[config.mk]
export PLATFORM = sky130hd
export DESIGN_NAME = bsos_sequencer
export DESIGN_NICKNAME = d
export VERILOG_FILES = /design/src/bsos_pkg.sv /design/src/bsos_sequencer.sv
export VERILOG_INCLUDE_DIRS = /design/src
export SDC_FILE = /design/constraint.sdc
export NUM_CORES = 1
export LEC_CHECK = 0
export BUFFER_PORTS_ARGS = -buffer_cell sky130_fd_sc_hd__buf_2
export CELL_PAD_IN_SITES_DETAIL_PLACEMENT = 1
export CELL_PAD_IN_SITES_GLOBAL_PLACEMENT = 2
export CORE_MARGIN = 2
export CORE_UTILIZATION = 33
export DETAILED_ROUTE_END_ITERATION = 10
export GPL_ROUTABILITY_DRIVEN = 0
export PLACE_DENSITY_LB_ADDON = 0.1
export SLEW_MARGIN = 5
export SYNTH_ARGS = -nofsm -noshare
export SYNTH_HDL_FRONTEND = slang
export SYNTH_SLANG_ARGS = --single-unit
[constraint.sdc]
create_clock -name mclk -period 2.34 [get_ports mclk]
set_input_delay 0.468 -clock mclk [delete_from_list [all_inputs] [get_ports mclk]]
set_output_delay 0.468 -clock mclk [all_outputs]
set_load 0.05 [all_outputs]
[src/bsos_cfg.svh]
// Timing, code and reset constants of the buck start-up sequencer.
`ifndef BSOS_CFG_SVH
`define BSOS_CFG_SVH

`define BSOS_CLK_NS 10
`define BSOS_SS_TIME_NS 6800000
`define BSOS_SS_STEPS 64
`define BSOS_SS_STEP_CYC (`BSOS_SS_TIME_NS / `BSOS_CLK_NS / `BSOS_SS_STEPS)
`define BSOS_SS_LAST 6'h3f
`define BSOS_SMP_TIME_NS 3400000
`define BSOS_SMP_CODES 256
`define BSOS_SMP_STEP_CYC (`BSOS_SMP_TIME_NS / `BSOS_CLK_NS / `BSOS_SMP_CODES)
`define BSOS_BLANK_NS 200
`define BSOS_BLANK_CYC ((`BSOS_BLANK_NS + `BSOS_CLK_NS - 1) / `BSOS_CLK_NS)
`define BSOS_MINW_NS 425
`define BSOS_MINW_CYC ((`BSOS_MINW_NS + `BSOS_CLK_NS - 1) / `BSOS_CLK_NS)
`define BSOS_NARROW_LAST 2'h2
`define BSOS_DUMMY_LAST 1'h1
`define BSOS_OCP_LIMIT_CODE 8'h96
`define BSOS_SET_RST 8'h00
`define BSOS_SYNC_RST 3'h0

`endif

[src/bsos_pkg.sv]
// Types shared by the buck start-up sequencer.
package bsos_pkg;

  // Sequencer states.
  typedef enum logic [2:0] {
    ST_OFF    = 3'b000,
    ST_WAITEN = 3'b001,
    ST_DELAY  = 3'b010,
    ST_SAMPLE = 3'b011,
    ST_INIT   = 3'b100,
    ST_RAMP   = 3'b101,
    ST_RUN    = 3'b110,
    ST_HICCUP = 3'b111
  } bsos_state_t;

endpackage

[src/bsos_sequencer.sv]
// Start-up, soft-start and overcurrent sequencer of a synchronous buck controller.
//
// Function
// - Start initialization once the bias supply exceeds its power-on threshold.
// - With enable held low at power-up, wait until enable rises.
// - Pull enable up internally; timing starts only at threshold crossing.
// - Wait a fixed delay after enable crossing before sampling.
// - During the delay keep low gate off and drive the sense current.
// - Sample the set point over a variable interval, longer for higher settings.
// - Hold the sampled set point in a counter driving a DAC.
// - Start soft-start right after sampling ends.
// - Ramp the reference from zero to final over the soft-start period.
// - Ramp in 64 equal fixed steps, same for both frequency versions.
// - Enable error amplifier after a short init; flag done at ramp end.
// - Output pre-biased low: switches off until ramp passes output.
// - Output pre-biased high: switches off until soft-start ends.
// - Disable then release after soft-start reruns the full initialization.
// - Overcurrent retries reuse the stored set point without resampling.
// - On a trip shut off, two dummy timeouts, one real attempt, repeat.
// - Set point persists while powered; replaced only by a post-shutdown sample.
// - Monitor low switch from blanking time after low gate rises until it falls.
// - Three narrow or missing low pulses: stretch or insert the third one.
// - With protection disabled, pulse stretching is disabled too.
// - Trip when switch voltage exceeds twice the sampled set-point voltage.
// - Enable pulled low stops oscillator, holds gates low, re-arms soft-start.
// - Set point above the limit or no resistor disables protection.
`include "bsos_cfg.svh"
`timescale 1ns/1ps
`default_nettype none

module bsos_sequencer #(
  parameter int unsigned STEP_CYC = `BSOS_SS_STEP_CYC
) (
  input wire logic mclk,
  input wire logic rst,
  input wire logic bias_ok_a,
  input wire logic en_above_a,
  input wire logic setpt_above_a,
  input wire logic oc_cmp_a,
  input wire logic vout_above_a,
  input wire logic pwm_high_req,
  input wire logic pwm_low_req,
  input wire logic cycle_start,
  output logic high_side_gate,
  output logic low_side_gate,
  output logic sense_current_on,
  output logic en_pullup_on,
  output logic osc_run,
  output logic ea_enable,
  output logic softstart_done,
  output logic hiccup_active,
  output logic ocp_disabled,
  output logic [5:0] ss_ref_code,
  output logic [7:0] trip_set_code,
  output logic [8:0] trip_ref_code
);
  localparam int NSYNC = 5;
  localparam logic [19:0] STEP_LAST = 20'(STEP_CYC - 1);
  localparam logic [19:0] SMP_LAST = 20'(`BSOS_SMP_STEP_CYC - 1);
  localparam logic [5:0] BLANK = 6'(`BSOS_BLANK_CYC);
  localparam logic [5:0] MINW = 6'(`BSOS_MINW_CYC);
  ////////////////////////////////////////////////////////////////////////
  // Input synchronisers.
  logic [NSYNC-1:0] async_in;
  logic [NSYNC-1:0] sync_q;
  logic bias_s;
  logic en_s;
  logic setpt_s;
  logic oc_s;
  logic vout_s;
  assign async_in = {vout_above_a, oc_cmp_a, setpt_above_a, en_above_a, bias_ok_a};
  assign bias_s = sync_q[0];
  assign en_s = sync_q[1];
  assign setpt_s = sync_q[2];
  assign oc_s = sync_q[3];
  assign vout_s = sync_q[4];
  // Each pin passes three flops; the value moves only when stages two and three agree.
  generate
    for (genvar gi = 0; gi < NSYNC; gi++) begin : g_sync
      logic [2:0] ff_r;
      logic q_r;
      always_ff @(posedge mclk) begin
        if (rst) begin
          ff_r <= `BSOS_SYNC_RST;
          q_r <= 1'b0;
        end else begin
          ff_r <= {ff_r[1:0], async_in[gi]};
          if (ff_r[1] == ff_r[2]) begin
            q_r <= ff_r[2];
          end
        end
      end
      assign sync_q[gi] = q_r;
    end
  endgenerate

  ////////////////////////////////////////////////////////////////////////
  // Sequencer state and shared timebase.
  bsos_pkg::bsos_state_t st_r;
  bsos_pkg::bsos_state_t st_nxt;
  logic [19:0] tick_cnt_r;
  logic [5:0] step_r;
  logic dummy_r;
  logic tick;
  logic step_end;
  logic trip;
  logic smp_done;
  logic [7:0] set_r;
  logic ocp_off_r;
  assign tick = (tick_cnt_r == 20'h00000);
  assign step_end = tick && (step_r == `BSOS_SS_LAST);
  // Sampling ends once the DAC reaches the pin level or reaches the limit.
  assign smp_done = tick && (!setpt_s || (set_r == `BSOS_OCP_LIMIT_CODE));
  // Next state; loss of bias or enable overrides every other transition.
  always_comb begin
    st_nxt = st_r;
    case (st_r)
      bsos_pkg::ST_OFF: begin
        if (bias_s) begin
          st_nxt = bsos_pkg::ST_WAITEN;
        end
      end
      bsos_pkg::ST_WAITEN: begin
        if (en_s) begin
          st_nxt = bsos_pkg::ST_DELAY;
        end
      end
      bsos_pkg::ST_DELAY: begin
        if (step_end) begin
          st_nxt = bsos_pkg::ST_SAMPLE;
        end
      end
      bsos_pkg::ST_SAMPLE: begin
        if (smp_done) begin
          st_nxt = bsos_pkg::ST_INIT;
        end
      end
      bsos_pkg::ST_INIT: begin
        if (tick) begin
          st_nxt = bsos_pkg::ST_RAMP;
        end
      end
      bsos_pkg::ST_RAMP: begin
        if (trip) begin
          st_nxt = bsos_pkg::ST_HICCUP;
        end else if (step_end) begin
          st_nxt = bsos_pkg::ST_RUN;
        end
      end
      bsos_pkg::ST_RUN: begin
        if (trip) begin
          st_nxt = bsos_pkg::ST_HICCUP;
        end
      end
      bsos_pkg::ST_HICCUP: begin
        if (step_end && dummy_r == `BSOS_DUMMY_LAST) begin
          st_nxt = bsos_pkg::ST_INIT;
        end
      end
      default: begin
        st_nxt = bsos_pkg::ST_OFF;
      end
    endcase
    if (!bias_s) begin
      st_nxt = bsos_pkg::ST_OFF;
    end else if (!en_s && st_r != bsos_pkg::ST_OFF) begin
      st_nxt = bsos_pkg::ST_WAITEN;
    end
  end

  // State register.
  always_ff @(posedge mclk) begin
    if (rst) begin
      st_r <= bsos_pkg::ST_OFF;
    end else begin
      st_r <= st_nxt;
    end
  end

  // One down-counter paces delay, sample, init, ramp and dummy steps.
  always_ff @(posedge mclk) begin
    if (rst) begin
      tick_cnt_r <= STEP_LAST;
    end else if (st_nxt != st_r || tick) begin
      tick_cnt_r <= (st_nxt == bsos_pkg::ST_SAMPLE) ? SMP_LAST : STEP_LAST;
    end else begin
      tick_cnt_r <= tick_cnt_r - 20'h00001;
    end
  end

  // Step index of the 64-step delay, dummy timeout and ramp.
  always_ff @(posedge mclk) begin
    if (rst) begin
      step_r <= 6'h00;
    end else if (st_nxt != st_r) begin
      step_r <= 6'h00;
    end else if (tick) begin
      step_r <= step_r + 6'h01;
    end
  end

  // Counts dummy timeouts within a retry.
  always_ff @(posedge mclk) begin
    if (rst) begin
      dummy_r <= 1'b0;
    end else if (st_r != bsos_pkg::ST_HICCUP) begin
      dummy_r <= 1'b0;
    end else if (step_end) begin
      dummy_r <= ~dummy_r;
    end
  end

  ////////////////////////////////////////////////////////////////////////
  // Set-point sample and hold.
  // The code climbs one step per sample tick; only a fresh sample replaces it.
  always_ff @(posedge mclk) begin
    if (rst) begin
      set_r <= `BSOS_SET_RST;
      ocp_off_r <= 1'b0;
    end else if (st_r == bsos_pkg::ST_DELAY) begin
      set_r <= `BSOS_SET_RST;
    end else if (st_r == bsos_pkg::ST_SAMPLE && tick) begin
      if (!setpt_s) begin
        ocp_off_r <= 1'b0;
      end else if (set_r == `BSOS_OCP_LIMIT_CODE) begin
        ocp_off_r <= 1'b1;
      end else begin
        set_r <= set_r + 8'h01;
      end
    end
  end

  ////////////////////////////////////////////////////////////////////////
  // Low-side monitoring, pulse stretching and gate drive.
  logic drive;
  logic gates_ok_r;
  logic [5:0] blank_r;
  logic [5:0] width_r;
  logic [5:0] force_r;
  logic [1:0] narrow_r;
  logic forcing;
  logic low_nxt;
  logic high_nxt;
  assign drive = gates_ok_r && (st_r == bsos_pkg::ST_RAMP || st_r == bsos_pkg::ST_RUN);
  assign forcing = (force_r != 6'h00);
  assign low_nxt = drive && (pwm_low_req || forcing);
  assign high_nxt = drive && pwm_high_req && !forcing;
  // Trip only inside the window after blanking while the low gate stays high.
  assign trip = !ocp_off_r && low_side_gate && (blank_r >= BLANK) && oc_s;
  // Switches stay off until the ramp passes a low pre-bias, or ramp end.
  always_ff @(posedge mclk) begin
    if (rst) begin
      gates_ok_r <= 1'b0;
    end else if (st_r == bsos_pkg::ST_RUN) begin
      gates_ok_r <= 1'b1;
    end else if (st_r != bsos_pkg::ST_RAMP) begin
      gates_ok_r <= 1'b0;
    end else if (!vout_s) begin
      gates_ok_r <= 1'b1;
    end
  end

  // Blanking counter runs while the low gate is high.
  always_ff @(posedge mclk) begin
    if (rst) begin
      blank_r <= 6'h00;
    end else if (!low_side_gate) begin
      blank_r <= 6'h00;
    end else if (blank_r < BLANK) begin
      blank_r <= blank_r + 6'h01;
    end
  end

  // Width of the low pulse within the current switching cycle.
  always_ff @(posedge mclk) begin
    if (rst) begin
      width_r <= 6'h00;
    end else if (cycle_start) begin
      width_r <= 6'h00;
    end else if (low_side_gate && width_r < MINW) begin
      width_r <= width_r + 6'h01;
    end
  end

  // Third narrow cycle in a row gets a forced low pulse of minimum width.
  always_ff @(posedge mclk) begin
    if (rst) begin
      narrow_r <= 2'h0;
      force_r <= 6'h00;
    end else if (!drive || ocp_off_r) begin
      narrow_r <= 2'h0;
      force_r <= 6'h00;
    end else if (cycle_start) begin
      // The gate cycle that ends at the boundary has not been counted yet.
      if (width_r >= MINW || (low_side_gate && width_r == MINW - 6'h01)) begin
        narrow_r <= 2'h0;
      end else if (narrow_r == `BSOS_NARROW_LAST) begin
        narrow_r <= 2'h0;
        force_r <= MINW;
      end else begin
        narrow_r <= narrow_r + 2'h1;
      end
    end else if (forcing) begin
      force_r <= force_r - 6'h01;
    end
  end

  // Gate outputs; both low whenever the sequencer is not driving.
  always_ff @(posedge mclk) begin
    if (rst) begin
      high_side_gate <= 1'b0;
      low_side_gate <= 1'b0;
    end else begin
      high_side_gate <= high_nxt && !trip;
      low_side_gate <= low_nxt && !trip;
    end
  end

  ////////////////////////////////////////////////////////////////////////
  // Status and analog control outputs.
  // Registered controls for the analog side.
  always_ff @(posedge mclk) begin
    if (rst) begin
      sense_current_on <= 1'b0;
      en_pullup_on <= 1'b0;
      osc_run <= 1'b0;
      ea_enable <= 1'b0;
      softstart_done <= 1'b0;
      hiccup_active <= 1'b0;
      ocp_disabled <= 1'b0;
    end else begin
      sense_current_on <= (st_nxt == bsos_pkg::ST_DELAY) ||
                          (st_nxt == bsos_pkg::ST_SAMPLE);
      en_pullup_on <= (st_nxt != bsos_pkg::ST_OFF);
      osc_run <= (st_nxt != bsos_pkg::ST_OFF) && (st_nxt != bsos_pkg::ST_WAITEN);
      ea_enable <= (st_nxt == bsos_pkg::ST_RAMP) || (st_nxt == bsos_pkg::ST_RUN);
      softstart_done <= (st_nxt == bsos_pkg::ST_RUN);
      hiccup_active <= (st_nxt == bsos_pkg::ST_HICCUP);
      ocp_disabled <= ocp_off_r;
    end
  end

  // Reference code follows the ramp step and holds full scale when running.
  always_ff @(posedge mclk) begin
    if (rst) begin
      ss_ref_code <= 6'h00;
    end else if (st_r == bsos_pkg::ST_RUN) begin
      ss_ref_code <= `BSOS_SS_LAST;
    end else if (st_r == bsos_pkg::ST_RAMP) begin
      ss_ref_code <= step_r;
    end else begin
      ss_ref_code <= 6'h00;
    end
  end

  // Set-point DAC and the doubled trip reference.
  always_ff @(posedge mclk) begin
    if (rst) begin
      trip_set_code <= `BSOS_SET_RST;
      trip_ref_code <= 9'h000;
    end else begin
      trip_set_code <= set_r;
      trip_ref_code <= {set_r, 1'b0};
    end
  end
endmodule // bsos_sequencer

`default_nettype wire

# After elaboration in Yosys (flattened, before gate mapping)
# Cells that the tools add are included.
# Widths: inputs -> output; s select.
dict set report word_totals {
  register_bits 104
  output_inout_bits 32
  elab_cells 149
}
dict set report op_classes {
  n_addsub 7
  n_lt_le_gt_ge 4
  n_eq_ne 29
  n_mux 26
  bitwise 4
  n_reduce_logical 46
}
# operator count
set op_table {}
lappend op_table {{$mux 6} 6}
lappend op_table {{$mux 3} 10}
lappend op_table {{$pmux 3 s8} 1}
lappend op_table {{$eq 3x3->1 const B} 7}
lappend op_table {{$logic_not 20->1} 1}
lappend op_table {{$mux 20} 1}
lappend op_table {{$sub 20x1->20 const B} 1}
lappend op_table {{$add 6x1->6 const B} 3}
lappend op_table {{$logic_and 1x1->1} 17}
lappend op_table {{$mux 14} 1}
lappend op_table {{$eq 3x2->1 const B} 4}
lappend op_table {{$eq 6x6->1 const B} 2}
lappend op_table {{$reduce_or 2->1} 6}
lappend op_table {{$reduce_and 3->1} 3}
lappend op_table {{$add 8x1->8 const B} 1}
lappend op_table {{$eq 8x8->1 const B} 1}
lappend op_table {{$logic_or 1x1->1} 8}
lappend op_table {{$ge 6x5->1 const B} 1}
lappend op_table {{$ge 6x6->1 const B} 1}
lappend op_table {{$logic_not 1->1} 6}
lappend op_table {{$lt 6x5->1 const B} 1}
lappend op_table {{$lt 6x6->1 const B} 1}
lappend op_table {{$ne 3x1->1 const B} 2}
lappend op_table {{$ne 3x3->1 const B} 2}
lappend op_table {{other kinds (15)} 29}

# Logic depth before layout (Yosys ltp)
dict set report logic_depth {
  word_depth 11
  ltp_mapped 9
  ltp_nobuf 9
}

# Worst setup path after synthesis
# Ideal clock, no wire load.
dict set report synth_path {
  path_kind {flip-flop to flip-flop}
  from {reg set_r[1]}
  to {reg tick_cnt_r[11]}
  arrival_ps 2133
  path_slack_ps 92
  stages_incl_launch_ff 8
  n_path_buf 0
  period_less_slack_ps 2248
  path_cell_list {dfxtp_1 ha_1 nand2_1 o41ai_2 or4b_1 o2111a_1 a31o_2 o21a_1}
}
dict set report synth_via {
  elab_chain_len 10
}
# item line_no
set synth_lines {}
lappend synth_lines {{from (decl)} bsos_sequencer.sv:108} ;# logic [7:0] set_r;
lappend synth_lines {{from (signal assigned)} bsos_sequencer.sv:218} ;# set_r <= `BSOS_SET_RST;
lappend synth_lines {{from (signal assigned)} bsos_sequencer.sv:221} ;# set_r <= `BSOS_SET_RST;
lappend synth_lines {{from (signal assigned)} bsos_sequencer.sv:228} ;# set_r <= set_r + 8'h01;
lappend synth_lines {{$eq 8x8->1 (no source line) *} -}
lappend synth_lines {{$logic_or 1x1->1 *} bsos_sequencer.sv:113} ;# assign smp_done = tick && (!setpt_s || (set_r == `BSOS_OCP_LIMIT_CODE));
lappend synth_lines {{$logic_and 1x1->1 *} bsos_sequencer.sv:113}
lappend synth_lines {{$mux 3 *} bsos_sequencer.sv:134} ;# if (smp_done) begin
lappend synth_lines {{$pmux 3 s8 *} bsos_sequencer.sv:117} ;# case (st_r)
lappend synth_lines {{$mux 3 *} bsos_sequencer.sv:166} ;# end else if (!en_s && st_r != bsos_pkg::ST_OFF) begin
lappend synth_lines {{$mux 3 *} bsos_sequencer.sv:164} ;# if (!bias_s) begin
lappend synth_lines {{$eq 3x2->1 or $ne 3x3->1 (tied branches)} {bsos_sequencer.sv:185, bsos_sequencer.sv:184}}
lappend synth_lines {{$mux 14 or $logic_or 1x1->1 (tied branches)} {bsos_sequencer.sv:185, bsos_sequencer.sv:184}}
lappend synth_lines {{$mux 20 *} bsos_sequencer.sv:184} ;# end else if (st_nxt != st_r || tick) begin
lappend synth_lines {{to (signal assigned)} bsos_sequencer.sv:185} ;# tick_cnt_r <= (st_nxt == bsos_pkg::ST_SAMPLE) ? SMP_LAST : STEP_LAST;
lappend synth_lines {{to (signal assigned)} bsos_sequencer.sv:187} ;# tick_cnt_r <= tick_cnt_r - 20'h00001;
lappend synth_lines {{to (decl)} bsos_sequencer.sv:101} ;# logic [19:0] tick_cnt_r;
# Mark *: on every way between the ends. The rest lies on a longest branch, timed or not.
# A chain may end at the register's enable or synchronous reset.

# Worst setup path in the final report
dict set report layout_path {
  from {reg tick_cnt_r[16]}
  to {reg tick_cnt_r[7]}
}
dict set report layout_via {
  elab_chain_len 10
}
# item line_no
set layout_lines {}
lappend layout_lines {{$logic_not 20->1 *} bsos_sequencer.sv:110} ;# assign tick = (tick_cnt_r == 20'h00000);
lappend layout_lines {{$logic_and 1x1->1} bsos_sequencer.sv:111} ;# assign step_end = tick && (step_r == `BSOS_SS_LAST);
lappend layout_lines {{$mux 3 or $logic_and 1x1->1 (tied branches)} -}
lappend layout_lines {{$mux 3 (on tied branches)} {bsos_sequencer.sv:144, bsos_sequencer.sv:156}}
lappend layout_lines {{$pmux 3 s8} bsos_sequencer.sv:117}
lappend layout_lines {{$mux 3} bsos_sequencer.sv:166}
lappend layout_lines {{$mux 3} bsos_sequencer.sv:164}
lappend layout_lines {{$eq 3x2->1 or $ne 3x3->1 (tied branches)} {bsos_sequencer.sv:185, bsos_sequencer.sv:184}}
lappend layout_lines {{$mux 14 or $logic_or 1x1->1 (tied branches)} {bsos_sequencer.sv:185, bsos_sequencer.sv:184}}
lappend layout_lines {{$mux 20 *} bsos_sequencer.sv:184}
# Marked as above.

==> metrics <==
Mapped Area 0.004330 mm²; post-synthesis cell type count 55; Syn Inst Count 475; final period utilization 0.9656; number of synthesis warnings 0; CP max stage cell or4b_1; CTS tree done; Final Util 0.4207; Hold Startpoint setpt_above_a; Setup crit end tick_cnt_r[7]; Post-Syn Nets 495; syn avg cell area 9.117 µm²; CTS Buffer Depth 2; Fin. Hold Viols 0; Layout Cells excl Fill 720; Vias 3413; commonest non-fill, non-tap cell in the layout dfxtp_1; Rows 41; GRT overflow 0; average wire per cell in the routed design 14.14 µm; width of the die 118.6 µm; RSZ-0062 raised after global routing yes; placed cells 699; Post-synth EDFFs 0; detailed-route DRC error count 0; Final min period 2.259 ns; Final Setup Violations 0; footprint of the multi-input gates 0.002131 mm²; Post-CTS Hold Fix Bufs 0; Fmax 0.4426 GHz; initial antenna violation count 0; max-cap violations 0; crit path from tick_cnt_r[16]; worst flop-to-flop path endpoint tick_cnt_r[7]; cell class contributing the biggest share of worst-path delay simple AND/OR/NAND/NOR gates; Root Driver clkbuf_16; startpoint types flip-flop; Placement Setup Slack -0.01579 ns; RR Startpoint tick_cnt_r[16]; crit-path cells nor4_4 -> nand4_1 -> or2_1 -> or4b_1 -> o2111a_2 -> a31o_4 -> o21a_1; Detailed Place HPWL 7321 µm; crit path capture type flip-flop; total CTS buffers 9; DRT iter0 DRCs 67; Tot GR Track Use 0.1467; post-synth top area cell dfxtp_1; worst endpoint required time 2.58 ns; CTS H-tree lvls 3; clock transition at the registers of the reported paths 0.07 ns; share of the synthesized area in the top cell type 0.4762; crit path DAT 2.50 ns; commonest cells after routing, fill and taps aside dfxtp_1 (99), nor2_1 (61), buf_2 (40); final max-slew violation count 0; ys flop type dfxtp_1; layout cells sized above 1 0.2336; Tightest Hold Check Type in -> reg; maximum vdd drop 0.0004746 V; FF/Latch Area 0.002067 mm²; DRT Pass-1 Iters 4; worst-skew pair later-pin latency 0.35 ns; leakage dissipation 2.102 nW; die area 0.01406 mm²; Core Area 0.01272 mm²; Starting Density 0.3404; register area share after synthesis 0.4762; antenna viol nets, final 0; Worst Path Max Fanout 5; setup ws final 0.08056 ns; Worst Skew 0.007059 ns; fillcell total 1513; Die Y 118.6 µm; largest net degree at the start of global routing 34; CP bufs+invs 0; Synth Register Bits 103; Clock Sinks 103; Largest stage delay, worst path 0.50 ns; instance count on the critical path 7; Port Buffer Count 40; Vias/cell 4.740; routed wire length 10180 µm; outcome finished clean; nets 563; first-pass GRT wire length 16620 µm; Hold Slack 0.3290 ns; pwr dens 709.3 mW/mm²; # diodes 0; CP Class reg -> reg; worst r2r path cells 7; Reg2Reg Setup Slack 0.08 ns; Synth area leaders dfxtp_1 (48%), nor2_1 (5.3%), xor2_1 (4.4%); Post-synth ARST share 0; I/O Pins 42; vias in the first global route 3461; Synth-to-Final Area Change 23.61%
per-stage QoR:
step | instance area (µm²) | TNS [ns] | total power, mW
after floorplan | 4330 | 0 | 2.010
after global placement | 4901 | -0.01853 | 2.097
after detailed placement | 4901 | -0.04527 | 2.102
after CTS | 5278 | -0.002919 | 3.856
after global routing | 5353 | -0.08292 | 3.959
final | 5353 | 0 | 3.797
worst min path at each step:
stage,endpoint,slack [ns],cells past startpoint
after detailed placement,g_sync[2].ff_r[1],0.43,1
final,g_sync[2].ff_r[0],0.33,2
after CTS,g_sync[2].ff_r[0],0.31,2
after floorplan,g_sync[0].ff_r[1],0.41,1
after global routing,g_sync[3].ff_r[0],0.31,2
after global placement,g_sync[3].ff_r[1],0.42,1
layout make-up:
| cell class | count | area share |
|---|---|---|
| multi-input combinational | 332 | 0.3981 |
| inverter | 15 | 0.01052 |
| tap | 172 | 0.04021 |
| sequential | 103 | 0.3862 |
| timing repair buffer | 82 | 0.1000 |
| clock inverter | 5 | 0.01964 |
| clock buffer | 11 | 0.04535 |
per-layer routing:
| layer | part of all wire | global-route usage | routed length [µm] | up-vias |
|---|---|---|---|---|
| met5 | 0 | 0 | 0 | - |
| met4 | 0.011 | 0.04241 | 116 | 0 |
| met3 | 0.028 | 0.04247 | 283 | 8 |
| met2 | 0.49 | 0.2554 | 4967 | 37 |
| met1 | 0.47 | 0.1746 | 4811 | 1632 |
| li1 | - | - | - | 1736 |
cells by family (layout without fill, tap and decap cells):
kind of cell | Yosys count | count (layout) | share of synthesized area
other | 1 | 1 | 0.0008660
flip-flops | 103 | 103 | 0.4762
adder cells (fa/ha/maj) | 10 | 10 | 0.02889
multiplexers | 4 | 4 | 0.009824
AO/OA/AOI/OAI | 71 | 72 | 0.1029
XOR/XNOR | 40 | 40 | 0.08090
buffers and inverters | 41 | 113 | 0.04594
AND/OR/NAND/NOR | 205 | 205 | 0.2546
report_power, final:
part	switching, mW	total, mW	leakage, nW	internal, mW
clock	0.648	1.72	0.162	1.07
combinational	0.128	0.240	1.10	0.112
sequential	0.0351	1.83	0.835	1.80
sequential cells by signal (all words and copies together) (netlist names), 2 cells and up:
name	flops
tick_cnt_r	20
g_sync.ff_r	15
set_r	8
trip_ref_code	8
blank_r	6
force_r	6
ss_ref_code	6
step_r	6
width_r	6
g_sync.q_r	3
st_r	3
narrow_r	2
synth_stat cells (9+ instances only):
cell type / count
buf_4: 12
clkbuf_1: 14
nor3_1: 16
xnor2_1: 18
nand2_1: 35
nor2_1: 61
nand4_1: 9
xor2_1: 22
o21ai_0: 16
ha_1: 10
inv_1: 15
nor2b_1: 26
a21oi_1: 27
dfxtp_1: 103
repair_timing:
action | 4_1_cts | 5_1_grt
pin swaps | 1 | 14
gates resized for setup | 2 | 15
gates cloned | 0 | 1
buffers inserted | 2 | 2
endpoints found under the setup margin | 3 | 27
Power figures use the tool's default switching activity.
